<file path="src/core/awsc_pkg.sv">
// Package of constants and types for the auto wake and sleep controller
package awsc_pkg;

  // ----------------------------------------------------------------
  // Register offsets
  // ----------------------------------------------------------------
  localparam logic [7:0] OFS_SYSTEM_MODE = 8'h0B;
  localparam logic [7:0] OFS_INACT_DURATION = 8'h29;
  localparam logic [7:0] OFS_SYSTEM_CONTROL_ONE = 8'h2A;
  localparam logic [7:0] OFS_SYSTEM_CONTROL_TWO = 8'h2B;
  localparam logic [7:0] OFS_WAKE_SOURCE_CONTROL = 8'h2C;
  localparam logic [7:0] OFS_INTERRUPT_ENABLE_CONTROL = 8'h2D;

  // ----------------------------------------------------------------
  // Field positions
  // ----------------------------------------------------------------
  localparam int POS_ACTIVE = 0;
  localparam int POS_WAKE_RATE_LO = 3;
  localparam int POS_SLEEP_RATE_LO = 6;
  localparam int POS_AUTO_SLEEP_ENABLE = 2;
  localparam int POS_SRC_FFMT = 3;
  localparam int POS_IEN_FFMT = 2;
  localparam int POS_IEN_SLEEP_WAKE = 7;

  // ----------------------------------------------------------------
  // Reset values
  // ----------------------------------------------------------------
  localparam logic [7:0] RST_INACT_DURATION = 8'h00;
  localparam logic [2:0] RST_WAKE_RATE = 3'h0;
  localparam logic [1:0] RST_SLEEP_RATE = 2'h0;
  localparam logic RST_ACTIVE = 1'b0;
  localparam logic RST_AUTO_SLEEP_ENABLE = 1'b0;
  localparam logic [3:0] RST_WAKE_SOURCE = 4'h0;
  localparam logic [3:0] RST_FUNC_ENABLE = 4'h0;
  localparam logic RST_SLEEP_WAKE_IEN = 1'b0;

  // ----------------------------------------------------------------
  // Timing
  // ----------------------------------------------------------------
  localparam int CLK_PERIOD_NS = 5;
  localparam int BASE_TICK_NS = 1_250_000;
  localparam int BASE_TICK_CYCLES = (BASE_TICK_NS + CLK_PERIOD_NS - 1)
                                    / CLK_PERIOD_NS;
  localparam int STEP_SHORT_MS = 320;
  localparam int STEP_LONG_MS = 640;
  localparam logic [9:0] STEP_SHORT_TICKS =
    10'(STEP_SHORT_MS * 1_000_000 / BASE_TICK_NS);
  localparam logic [9:0] STEP_LONG_TICKS =
    10'(STEP_LONG_MS * 1_000_000 / BASE_TICK_NS);

  // Rate codes and their periods in base ticks
  localparam logic [2:0] RATE_1P56 = 3'h7;
  localparam logic [9:0] RATIO_800 = 10'h001;
  localparam logic [9:0] RATIO_400 = 10'h002;
  localparam logic [9:0] RATIO_200 = 10'h004;
  localparam logic [9:0] RATIO_100 = 10'h008;
  localparam logic [9:0] RATIO_50 = 10'h010;
  localparam logic [9:0] RATIO_12P5 = 10'h040;
  localparam logic [9:0] RATIO_6P25 = 10'h080;
  localparam logic [9:0] RATIO_1P56 = 10'h200;

  // Sleep rate code to common rate code
  localparam logic [2:0] SLEEP_50 = 3'h4;
  localparam logic [2:0] SLEEP_12P5 = 3'h5;
  localparam logic [2:0] SLEEP_6P25 = 3'h6;
  localparam logic [2:0] SLEEP_1P56 = 3'h7;

  // ----------------------------------------------------------------
  // Types
  // ----------------------------------------------------------------
  typedef enum logic [1:0] {
    MODE_STANDBY = 2'b00,
    MODE_WAKE = 2'b01,
    MODE_SLEEP = 2'b10
  } awsc_mode_e;

  typedef struct packed {
    logic transient;
    logic orientation;
    logic tap;
    logic freefallMotion;
  } awsc_events_s;

  typedef struct packed {
    logic wr;
    logic rd;
    logic [7:0] addr;
    logic [7:0] wdata;
  } awsc_reg_req_s;

endpackage : awsc_pkg

</file>
<file path="src/core/auto_wake_sleep_control.sv">
// Auto wake and sleep controller with its register file
module auto_wake_sleep_control
  import awsc_pkg::*;
#(
  parameter int BASE_CYCLES = awsc_pkg::BASE_TICK_CYCLES
) (
  // Clock, reset and enable
  input wire logic clk_sys,
  input wire logic rst_n,
  input wire logic ce,
  // Register access from the serial interface
  input awsc_pkg::awsc_reg_req_s regReq,
  output logic [7:0] regRdataFf,
  // Detection function events
  input awsc_pkg::awsc_events_s detectEvents,
  // Rate and mode outputs
  output logic [2:0] outputSampleRateFf,
  output logic sampleTickFf,
  output logic [3:0] functionEnableFf,
  output awsc_pkg::awsc_mode_e modeFf,
  output logic sleepWakeEventFf
);

  // ----------------------------------------------------------------
  // Registers
  // ----------------------------------------------------------------
  logic [7:0] durationFf, nxt_duration;
  logic [2:0] wakeRateFf, nxt_wakeRate;
  logic [1:0] sleepRateFf, nxt_sleepRate;
  logic activeFf, nxt_active;
  logic autoSleepFf, nxt_autoSleep;
  logic [3:0] wakeSrcFf, nxt_wakeSrc;
  logic [3:0] nxt_funcEn;
  logic sleepIenFf, nxt_sleepIen;
  logic [7:0] nxt_rdata;
  logic durationWrite;

  always_comb begin
    nxt_duration = durationFf;
    nxt_wakeRate = wakeRateFf;
    nxt_sleepRate = sleepRateFf;
    nxt_active = activeFf;
    nxt_autoSleep = autoSleepFf;
    nxt_wakeSrc = wakeSrcFf;
    nxt_funcEn = functionEnableFf;
    nxt_sleepIen = sleepIenFf;
    nxt_rdata = 8'h00;
    durationWrite = 1'b0;
    if (regReq.wr) begin
      unique case (regReq.addr)
        OFS_INACT_DURATION: begin
          nxt_duration = regReq.wdata;
          durationWrite = 1'b1;
        end
        OFS_SYSTEM_CONTROL_ONE: begin
          nxt_active = regReq.wdata[POS_ACTIVE];
          // Rates change only while activeFf is clear
          if (!activeFf) begin
            nxt_wakeRate = regReq.wdata[POS_WAKE_RATE_LO +: 3];
            nxt_sleepRate = regReq.wdata[POS_SLEEP_RATE_LO +: 2];
          end
        end
        OFS_SYSTEM_CONTROL_TWO:
          nxt_autoSleep = regReq.wdata[POS_AUTO_SLEEP_ENABLE];
        OFS_WAKE_SOURCE_CONTROL:
          nxt_wakeSrc = regReq.wdata[POS_SRC_FFMT +: 4];
        OFS_INTERRUPT_ENABLE_CONTROL: begin
          nxt_funcEn = regReq.wdata[POS_IEN_FFMT +: 4];
          nxt_sleepIen = regReq.wdata[POS_IEN_SLEEP_WAKE];
        end
        default: begin
        end
      endcase
    end
    if (regReq.rd) begin
      unique case (regReq.addr)
        OFS_SYSTEM_MODE:
          nxt_rdata = {6'h00, modeFf};
        OFS_INACT_DURATION:
          nxt_rdata = durationFf;
        OFS_SYSTEM_CONTROL_ONE:
          nxt_rdata = {sleepRateFf, wakeRateFf, 2'b00, activeFf};
        OFS_SYSTEM_CONTROL_TWO:
          nxt_rdata = {5'h00, autoSleepFf, 2'b00};
        OFS_WAKE_SOURCE_CONTROL:
          nxt_rdata = {1'b0, wakeSrcFf, 3'b000};
        OFS_INTERRUPT_ENABLE_CONTROL:
          nxt_rdata = {sleepIenFf, 1'b0, functionEnableFf, 2'b00};
        default:
          nxt_rdata = 8'h00;
      endcase
    end
  end

  always_ff @(posedge clk_sys or negedge rst_n) begin
    if (!rst_n) begin
      durationFf <= RST_INACT_DURATION;
      wakeRateFf <= RST_WAKE_RATE;
      sleepRateFf <= RST_SLEEP_RATE;
      activeFf <= RST_ACTIVE;
      autoSleepFf <= RST_AUTO_SLEEP_ENABLE;
      wakeSrcFf <= RST_WAKE_SOURCE;
      functionEnableFf <= RST_FUNC_ENABLE;
      sleepIenFf <= RST_SLEEP_WAKE_IEN;
      regRdataFf <= 8'h00;
    end else if (ce) begin
      durationFf <= nxt_duration;
      wakeRateFf <= nxt_wakeRate;
      sleepRateFf <= nxt_sleepRate;
      activeFf <= nxt_active;
      autoSleepFf <= nxt_autoSleep;
      wakeSrcFf <= nxt_wakeSrc;
      functionEnableFf <= nxt_funcEn;
      sleepIenFf <= nxt_sleepIen;
      regRdataFf <= nxt_rdata;
    end
  end

  // ----------------------------------------------------------------
  // Base tick of 1.25 ms
  // ----------------------------------------------------------------
  logic baseTick;

  awsc_tick_div #(
    .CYCLES(BASE_CYCLES)
  ) u_base_div (
    .clk_sys(clk_sys),
    .rst_n(rst_n),
    .ce(ce),
    .tickFf(baseTick)
  );

  // ----------------------------------------------------------------
  // Mode, idle timer and sample rate
  // ----------------------------------------------------------------
  awsc_mode_e nxt_mode;
  logic [9:0] subCountFf, nxt_subCount;
  logic [7:0] stepCountFf, nxt_stepCount;
  logic [9:0] rateCountFf, nxt_rateCount;
  logic [2:0] nxt_rateCode;
  logic [9:0] ratio;
  logic [9:0] stepLen;
  logic nxt_sampleTick;
  logic nxt_event;
  logic [3:0] eventVec;
  logic keepAwake;
  logic wakeHit;
  logic idleDone;

  always_comb begin
    nxt_mode = modeFf;
    nxt_subCount = subCountFf;
    nxt_stepCount = stepCountFf;
    nxt_rateCount = rateCountFf;
    nxt_sampleTick = 1'b0;
    nxt_event = 1'b0;
    eventVec = detectEvents;
    keepAwake = |(eventVec & functionEnableFf);
    wakeHit = |(eventVec & functionEnableFf & wakeSrcFf);
    idleDone = (stepCountFf >= durationFf);
    stepLen = (wakeRateFf == RATE_1P56) ? STEP_LONG_TICKS : STEP_SHORT_TICKS;
    unique case (modeFf)
      MODE_STANDBY: begin
        if (activeFf) begin
          nxt_mode = MODE_WAKE;
        end
      end
      MODE_WAKE: begin
        if (!activeFf) begin
          nxt_mode = MODE_STANDBY;
        end else if (autoSleepFf && idleDone && !keepAwake) begin
          nxt_mode = MODE_SLEEP;
          nxt_event = sleepIenFf;
        end
      end
      MODE_SLEEP: begin
        if (!activeFf) begin
          nxt_mode = MODE_STANDBY;
        end else if (wakeHit || !autoSleepFf) begin
          nxt_mode = MODE_WAKE;
          nxt_event = sleepIenFf;
        end
      end
      default: nxt_mode = MODE_STANDBY;
    endcase
    if (modeFf != MODE_WAKE || keepAwake || durationWrite) begin
      nxt_subCount = 10'h000;
      nxt_stepCount = 8'h00;
    end else if (baseTick) begin
      if (subCountFf == stepLen - 10'h001) begin
        nxt_subCount = 10'h000;
        if (stepCountFf != 8'hFF) begin
          nxt_stepCount = stepCountFf + 8'h01;
        end
      end else begin
        nxt_subCount = subCountFf + 10'h001;
      end
    end
    unique case (sleepRateFf)
      2'b00: nxt_rateCode = SLEEP_50;
      2'b01: nxt_rateCode = SLEEP_12P5;
      2'b10: nxt_rateCode = SLEEP_6P25;
      2'b11: nxt_rateCode = SLEEP_1P56;
    endcase
    if (nxt_mode != MODE_SLEEP) begin
      nxt_rateCode = wakeRateFf;
    end
    unique case (outputSampleRateFf)
      3'h0: ratio = RATIO_800;
      3'h1: ratio = RATIO_400;
      3'h2: ratio = RATIO_200;
      3'h3: ratio = RATIO_100;
      3'h4: ratio = RATIO_50;
      3'h5: ratio = RATIO_12P5;
      3'h6: ratio = RATIO_6P25;
      3'h7: ratio = RATIO_1P56;
    endcase
    if (modeFf == MODE_STANDBY || nxt_rateCode != outputSampleRateFf) begin
      nxt_rateCount = 10'h000;
    end else if (baseTick) begin
      if (rateCountFf >= ratio - 10'h001) begin
        nxt_rateCount = 10'h000;
        nxt_sampleTick = 1'b1;
      end else begin
        nxt_rateCount = rateCountFf + 10'h001;
      end
    end
  end

  always_ff @(posedge clk_sys or negedge rst_n) begin
    if (!rst_n) begin
      modeFf <= MODE_STANDBY;
      subCountFf <= 10'h000;
      stepCountFf <= 8'h00;
      rateCountFf <= 10'h000;
      outputSampleRateFf <= RST_WAKE_RATE;
      sampleTickFf <= 1'b0;
      sleepWakeEventFf <= 1'b0;
    end else if (ce) begin
      modeFf <= nxt_mode;
      subCountFf <= nxt_subCount;
      stepCountFf <= nxt_stepCount;
      rateCountFf <= nxt_rateCount;
      outputSampleRateFf <= nxt_rateCode;
      sampleTickFf <= nxt_sampleTick;
      sleepWakeEventFf <= nxt_event;
    end
  end

endmodule : auto_wake_sleep_control

</file>
<file path="src/core/awsc_tick_div.sv">
// Divider that makes a one-cycle tick every CYCLES clocks
module awsc_tick_div #(
  parameter int CYCLES = 4
) (
  // Clock and reset
  input wire logic clk_sys,
  input wire logic rst_n,
  input wire logic ce,
  // Tick
  output logic tickFf
);

  localparam int W = (CYCLES > 1) ? $clog2(CYCLES) : 1;
  localparam logic [W-1:0] LAST = W'(CYCLES - 1);

  logic [W-1:0] countFf;
  logic [W-1:0] nxt_count;
  logic nxt_tick;

  always_comb begin
    nxt_count = countFf;
    nxt_tick = 1'b0;
    if (countFf == LAST) begin
      nxt_count = '0;
      nxt_tick = 1'b1;
    end else begin
      nxt_count = countFf + W'(1);
    end
  end

  always_ff @(posedge clk_sys or negedge rst_n) begin
    if (!rst_n) begin
      countFf <= '0;
      tickFf <= 1'b0;
    end else if (ce) begin
      countFf <= nxt_count;
      tickFf <= nxt_tick;
    end
  end

endmodule : awsc_tick_div

</file>
<file path="config.mk">
export PLATFORM = sky130hd
export DESIGN_NAME = auto_wake_sleep_control
export DESIGN_NICKNAME = d
export VERILOG_FILES = /design/src/core/awsc_pkg.sv /design/src/core/auto_wake_sleep_control.sv /design/src/core/awsc_tick_div.sv
export SDC_FILE = /design/constraint.sdc
export NUM_CORES = 1
export LEC_CHECK = 0
export BUFFER_PORTS_ARGS = -buffer_cell sky130_fd_sc_hd__buf_2
export CAP_MARGIN = 20
export CORE_ASPECT_RATIO = 1.75
export CORE_MARGIN = 2
export CORE_UTILIZATION = 30
export CTS_CLUSTER_DIAMETER = 200
export DETAILED_ROUTE_END_ITERATION = 7
export PLACE_DENSITY = 0.56
export SLEW_MARGIN = 5
export SYNTH_ARGS = -nofsm -noshare
export SYNTH_HDL_FRONTEND = slang
export SYNTH_SLANG_ARGS = --single-unit
</file>
<file path="constraint.sdc">
create_clock -name clk_sys -period 6.1 [get_ports clk_sys]
set_input_delay 1.525 -clock clk_sys [delete_from_list [all_inputs] [get_ports clk_sys]]
set_output_delay 1.525 -clock clk_sys [all_outputs]
set_load 0.05 [all_outputs]
</file>
# Word-level counts from Yosys, hierarchy flattened
# Memory sizes are Yosys's and may differ from the RTL's.
# Index checks and enable logic that the tools add are counted.
# W data, S select, Z words.
# totals
mem_count	1
regBits	86
word_cells	106
in_bits	25
out_inout_bits	19
romBits	64
# memory_table
memory	words	word_bits	read_ports	rd_clocked_by_memory_dff	write_ports	line	source
(no name shown)	8	8	1	0	0	auto_wake_sleep_control.sv:208	unique case (outputSampleRateFf)
# op_classes
mux	33
magnitude_cmp	2
n_bitwise	3
add_sub_neg	6
n_eq_ne	18
reduce_logical	25
# op_table
operator	n
$mux W10	7
$pmux W8 S6	1
$eq A8 B6 Y1 const B	5
$mux W8	5
$add A10 B1 Y10 const B	2
$sub A10 B1 Y10 const B	2
$add A18 B1 Y18 const B	1
$eq A18 B18 Y1 const B	1
$mux W18	1
$reduce_and A3 Y1	5
$pmux W3 S4	1
$eq A10 B10 Y1	1
$ge A10 B10 Y1	1
$mux W1	10
$mux W2	5
$add A8 B1 Y8 const B	1
$and A4 B4 Y4	2
$eq A8 B4 Y1 const B	1
$ge A8 B8 Y1	1
$ne A8 B8 Y1 const B	1
$reduce_and A4 Y1	2
$reduce_bool A2 Y1	4
$reduce_or A4 Y1	2
$eq A2 B2 Y1 const B	3
other kinds (14)	22

# Logic depth before layout (Yosys ltp)
# depth
word_depth	13
ltp_mapped	14
ltp_nobuf	12

# Hierarchy
# A second synthesis with hierarchy kept.
# hier_totals
cells_unflattened	513
hier_area_um2	5004.8
# by_module_without_submodules
mod	cells_per_inst	seq_area_each_um2	area_each_um2	n_inst
auto_wake_sleep_control	420	1676.6	4066.4	1
awsc_tick_div	93	475.5	938.4	1

# Least setup slack after synthesis
# No wires, ideal clock.
# synth_timing
path_kind	input port to flip-flop
start	input detectEvents[1] in the netlist's numbering
end	register rateCountFf[2]
path_stages	10
path_buffers	1
setup_time_ns	0.079
path_slack_ns	2.481
arrival_time_ns	3.539
cell_sequence	a22o_1 -> a221oi_4 -> o211ai_2 -> a31o_2 -> o21ba_2 -> mux2i_1 -> nor4_2 -> buf_6 -> nand3_1 -> mux2i_1
# synth_between
elab_chain_len	13
word_cells_on_any_way	19
cone_classes	eq/ne: 2; mux: 7; bitwise: 2; reduce/logical: 8
# synth_lines
item	line	source
start: declaration	auto_wake_sleep_control.sv:15	input awsc_pkg::awsc_events_s detectEvents,
$and A4 B4 Y4 *	auto_wake_sleep_control.sv:158, auto_wake_sleep_control.sv:159	
$and A4 B4 Y4 / $reduce_or A4 Y1 (equally long branches)	auto_wake_sleep_control.sv:159, auto_wake_sleep_control.sv:158	
$reduce_or A4 Y1 / $logic_not A1 Y1 (equally long branches)	auto_wake_sleep_control.sv:159, auto_wake_sleep_control.sv:171	
$logic_or A1 B1 Y1 / $logic_and A1 B1 Y1 (equally long branches)	auto_wake_sleep_control.sv:179, auto_wake_sleep_control.sv:171	
$mux W2, on equally long branches	auto_wake_sleep_control.sv:179, auto_wake_sleep_control.sv:171	
$mux W2, on equally long branches	auto_wake_sleep_control.sv:177, auto_wake_sleep_control.sv:169	
$pmux W2 S3 *	auto_wake_sleep_control.sv:162	unique case (modeFf)
$ne A2 B2 Y1 *	auto_wake_sleep_control.sv:205	if (nxt_mode != MODE_SLEEP) begin
$mux W3 *	auto_wake_sleep_control.sv:205	
$ne A3 B3 Y1 *	auto_wake_sleep_control.sv:218	if (modeFf == MODE_STANDBY || nxt_rateCode != outputSampleRateFf) begin
$logic_or A1 B1 Y1 *	auto_wake_sleep_control.sv:218	
$reduce_bool A2 Y1 (no source line)	--	
$reduce_and A2 Y1 (no source line)	--	
end signal: assignment	auto_wake_sleep_control.sv:243	rateCountFf <= nxt_rateCount;
end: declaration	auto_wake_sleep_control.sv:139	logic [9:0] rateCountFf, nxt_rateCount;
# Mark *: on every way between the ends. The rest lies on a longest branch, timed or not.
# A chain may end at the register's enable or synchronous reset.

# Worst setup path in the final report
# layout_timing
start	input regReq[12] in the netlist's numbering
end	register stepCountFf[3]
# layout_between
elab_chain_len	6
word_cells_on_any_way	9
cone_classes	eq/ne: 1; mux: 3; reduce/logical: 5
# layout_lines
item	line	source
start: declaration	auto_wake_sleep_control.sv:12	input awsc_pkg::awsc_reg_req_s regReq,
$eq A8 B6 Y1 *	auto_wake_sleep_control.sv:50	unique case (regReq.addr)
$mux W1 *	auto_wake_sleep_control.sv:50	
$mux W1 *	auto_wake_sleep_control.sv:49	if (regReq.wr) begin
$logic_or A1 B1 Y1 *	auto_wake_sleep_control.sv:186	if (modeFf != MODE_WAKE || keepAwake || durationWrite) begin
$reduce_bool A2 Y1 (no source line)	--	
$reduce_and A4 Y1 (no source line)	--	
end signal: assignment	auto_wake_sleep_control.sv:242	stepCountFf <= nxt_stepCount;
end: declaration	auto_wake_sleep_control.sv:138	logic [7:0] stepCountFf, nxt_stepCount;
# Marks and branches as above.

==> results.py <==
metrics = {
    "final_layout": {
        "layout-drive-gt1-share": 0.170,
        "diodes": 0,
        "fin_nets": 606,
        "synthToLayoutAreaGrowth_pct": 14.8,
    },
    "synthesis": {
        "yosysSeqAreaShare": 0.436,
        "synth_top_family_by_area": "simple AND/OR/NAND/NOR gates",
        "synthMuxAreaShare": 0.0530,
        "synthCells": 515,
        "ys_ff_latch": 86,
        "syn-num-nets": 566,
        "synthArstFlopShare": 1.00,
        "synthesis.area_mm2": 0.00493,
        "ys_types": 65,
        "yosysWarnings": 0,
        "synthSimpleGateAreaFrac": 0.208,
        "synth-edff-count": 0,
        "synth-xor-area-share": 0.0373,
        "synthAdderAreaFrac": 0.0660,
        "synth_compound_area_frac": 0.162,
        "synth-main-ff-cell": "dfrtp_1",
        "syn_area_per_cell_um2": 9.58,
    },
    "detailed_routing": {
        "first_pass_iters": 6,
        "drc": 0,
        "drt_iter0_markers": 221,
        "routed_wl_mm": 12.7,
        "postRouteAntennaNets": 0,
        "wl_per_cell_um": 16.8,
        "vias": 4022,
        "routed_via_density": 5.36,
    },
    "timing": {
        "final_max_slew_viol_count": 0,
        "setup_viol": 0,
        "clock_skew_ns": 0.00796,
        "worst_slew_pin_slew_ns": 1.03,
        "finalSetupTns_ns": 0,
        "fmax_mhz": 261,
        "finalCritPeriodShare": 0.629,
        "rsz0062_at_grt": "no",
        "period_needed_ns": 3.84,
        "timing.final.hold_violations": 0,
        "slew_headroom": 0.304,
    },
    "floorplanning": {
        "rows": 62,
        "die_h_um": 174,
        "die_area_mm2": 0.0175,
        "core_area_mm2": 0.0163,
        "die_w_um": 101,
        "initial_core_util": 0.303,
        "ios": 44,
    },
    "worst_hold_path": {
        "hold_path.class": "register to register",
    },
    "clock_tree": {
        "clock-sinks": 86,
        "hold_buffers": 0,
        "numCtsBuffers": 9,
        "clockBufferDepth": 2,
        "post_cts_buffers": 0,
        "cts_tree": "built",
        "cts_htree_levels": 3,
        "cts_resized": 0,
        "clk_latency_ns": 0.34,
        "clkTransAtPathRegs_ns": 0.06,
        "cts_root_buf": "clkbuf_16",
    },
    "critical_path": {
        "critPathSlowestCell": "or3_1",
        "arrival_ns": 4.10,
        "worstSetupPathType": "input pin to register",
        "path_max_fanout": 11,
        "start_kind": "input pin",
        "slowest_delay_ns": 0.43,
        "path_cells": "buf_2 > nor4b_2 > nand4b_1 > nor2_1 > nand2_1 > nand3_1 > o21ai_1 > or3_1 > a21oi_1",
        "crit_family": "simple AND/OR/NAND/NOR gates",
        "cp.buffers_inverters": 1,
        "end_kind": "register",
        "required_ns": 6.36,
    },
    "global_routing": {
        "grt_overflow": 0,
        "antenna_found_initial": 0,
        "grt_max_degree": 55,
        "grt_pass1_vias": 4210,
        "groute.usage.overall": 0.152,
        "grt_first_pass_wirelength_mm": 21.2,
    },
    "power": {
        "seq_power_share": 0.440,
        "intPower_mw": 1.08,
        "power.leakage_nw": 2.62,
        "p_switching_uw": 397,
        "swShare": 0.270,
        "ir_drop_v": 0.000173,
        "power_density_mw_per_mm2": 260,
        "clock_power_share": 0.420,
        "total_power_mw": 1.47,
        "power_frac_comb": 0.139,
    },
    "placed_design": {
        "io_buffers": 43,
        "gp_congestion": 0.942,
        "dpl.hpwl_mm": 9.60,
    },
    "outcome": {
        "status": "completed",
    },
    "job": {
        "cap_violations": 0,
    },
}
==> worst reg2reg max path: stages, from the launching register on <==
cell	delay, ns
dfrtp_1	0.51
inv_1	0.13
ha_1	0.27
o21ai_0	0.31
nor3_1	0.08
a31oi_1	0.49
o21ba_2	0.27
mux2i_1	0.13
o41ai_2	0.57
buf_4	0.27
a21oi_2	0.04
mux2i_1	0.13
==> cell usage in the layout, fill, tap and decap left out, types with 5 or more instances in the layout <==
cell and n:
nand2_1 52, a21o_1 7, o31ai_1 5, nand3_1 35
xor2_1 5, mux2i_1 7, xnor2_1 16, o2bb2ai_1 11
o21ai_0 30, nor2b_1 6, nand2b_1 5, inv_1 23
nand4_1 11, a222oi_1 5, and2_1 5, and3_1 8
o22ai_1 5, clkbuf_16 9, ha_1 26, nor2_1 47
nor3_1 10, a21oi_1 15, dfrtp_1 86, buf_2 42
mux2_2 17
==> power by group through the flow <==
stage,logic (mW),registers (mW),clock network [mW]
global placement,0.200,0.657,0
CTS,0.206,0.648,0.633
detailed placement,0.205,0.658,0
global route,0.232,0.653,0.657
finish,0.205,0.648,0.618
floorplan,0.132,0.657,0
==> path summary, 6_finish.rpt <==
path	cells after the start	end	start	slack, ns
worst max register to register	11	rateCountFf[3]	modeFf[1]	2.81
max in group asynchronous	2	subCountFf[3]	rst_n	3.92
min in group asynchronous	1	regRdataFf[4]	rst_n	1.12
worst min-delay path	1	regRdataFf[0]	regRdataFf[0]	0.49
worst max-delay path	9	stepCountFf[3]	regReq[12]	2.26
worst min register to register	1	regRdataFf[0]	regRdataFf[0]	0.49
==> final cells by class <==
type,count,area (um2)
multi-input cells,388,2600
flip-flops and latches,86,2150
repair buffers,46,240
inverters,24,90.1
clock buffers,9,225
well taps,192,240
fillers,1696,10600
clock inverters,6,111
==> per-stage QoR <==
step / hold slack [ns] / setup slack (ns) / utilization / instances / instance area [um2]
6_report: 0.486 / 2.26 / 0.347 / 751 / 5660
5_1_grt: 0.505 / 2.05 / 0.347 / 751 / 5660
4_1_cts: 0.488 / 1.86 / 0.347 / 749 / 5650
3_5_place_dp: 0.471 / 1.51 / 0.326 / 734 / 5310
3_3_place_gp: 0.469 / 1.64 / 0.326 / 734 / 5310
2_1_floorplan: 0.450 / 2.48 / - / 515 / 4930
==> metal layers <==
metal	up-vias	GRT usage	wire, um
met2	91	0.280	6970
met5	-	0	0
met4	0	0.0760	465
met1	1960	0.166	4850
li1	1945	-	-
met3	26	0.0210	367
==> synthesized netlist by cell type, types with 2 or more instances <==
cell       instances  area [um2]
a21oi_2            4        35.0
and3_1             8        50.1
or3_1              2        12.5
o2bb2ai_1         11        96.3
and3_2             2        15.0
o22ai_1            5        31.3
buf_6              3        33.8
nor3_1            10        50.1
o21a_1             3        22.5
o211ai_1           4        30.0
xor2_1             5        43.8
inv_1             23        86.3
nor2b_1            6        37.5
o21ai_0           30         150
xnor2_1           16         140
nand4_1           11        68.8
clkbuf_1          11        41.3
mux2_2            17         191
a222oi_1           5        50.1
a21oi_1           15        75.1
nand4b_1           4        35.0
nand3_1           35         175
ha_1              26         325
nand3b_1           3        22.5
nor2_1            47         176
a22o_1             2        17.5
mux2i_1            7        70.1
a21o_1             7        52.6
a31oi_1            4        25.0
nor4_1             3        18.8
nand2_1           52         195
nand2b_1           5        31.3
and2_1             5        31.3
o21ai_1            3        15.0
dfrtp_1           86        2150
o31ai_1            5        37.5
or4_1              2        15.0
==> kinds of logic after synthesis <==
| logic type | Yosys count |
|---|---|
| muxes | 24 |
| other | 1 |
| AOI/OAI and AO/OA | 112 |
| buffers and inverters | 41 |
| and+or+nand+nor | 204 |
| DFF | 86 |
| xor gates and xnor gates | 21 |
| adders and majority gates | 26 |
==> sequential cells by signal, indices dropped and copies added (netlist names) <==
name,count
sampleTickFf,1
wakeSrcFf,4
u_base_div.tickFf,1
sleepRateFf,2
stepCountFf,8
durationFf,8
subCountFf,10
rateCountFf,10
functionEnableFf,4
outputSampleRateFf,3
sleepIenFf,1
u_base_div.countFf,18
modeFf,2
autoSleepFf,1
wakeRateFf,3
activeFf,1
regRdataFf,8
sleepWakeEventFf,1
Note: power is estimated with default switching activity, not from simulation.
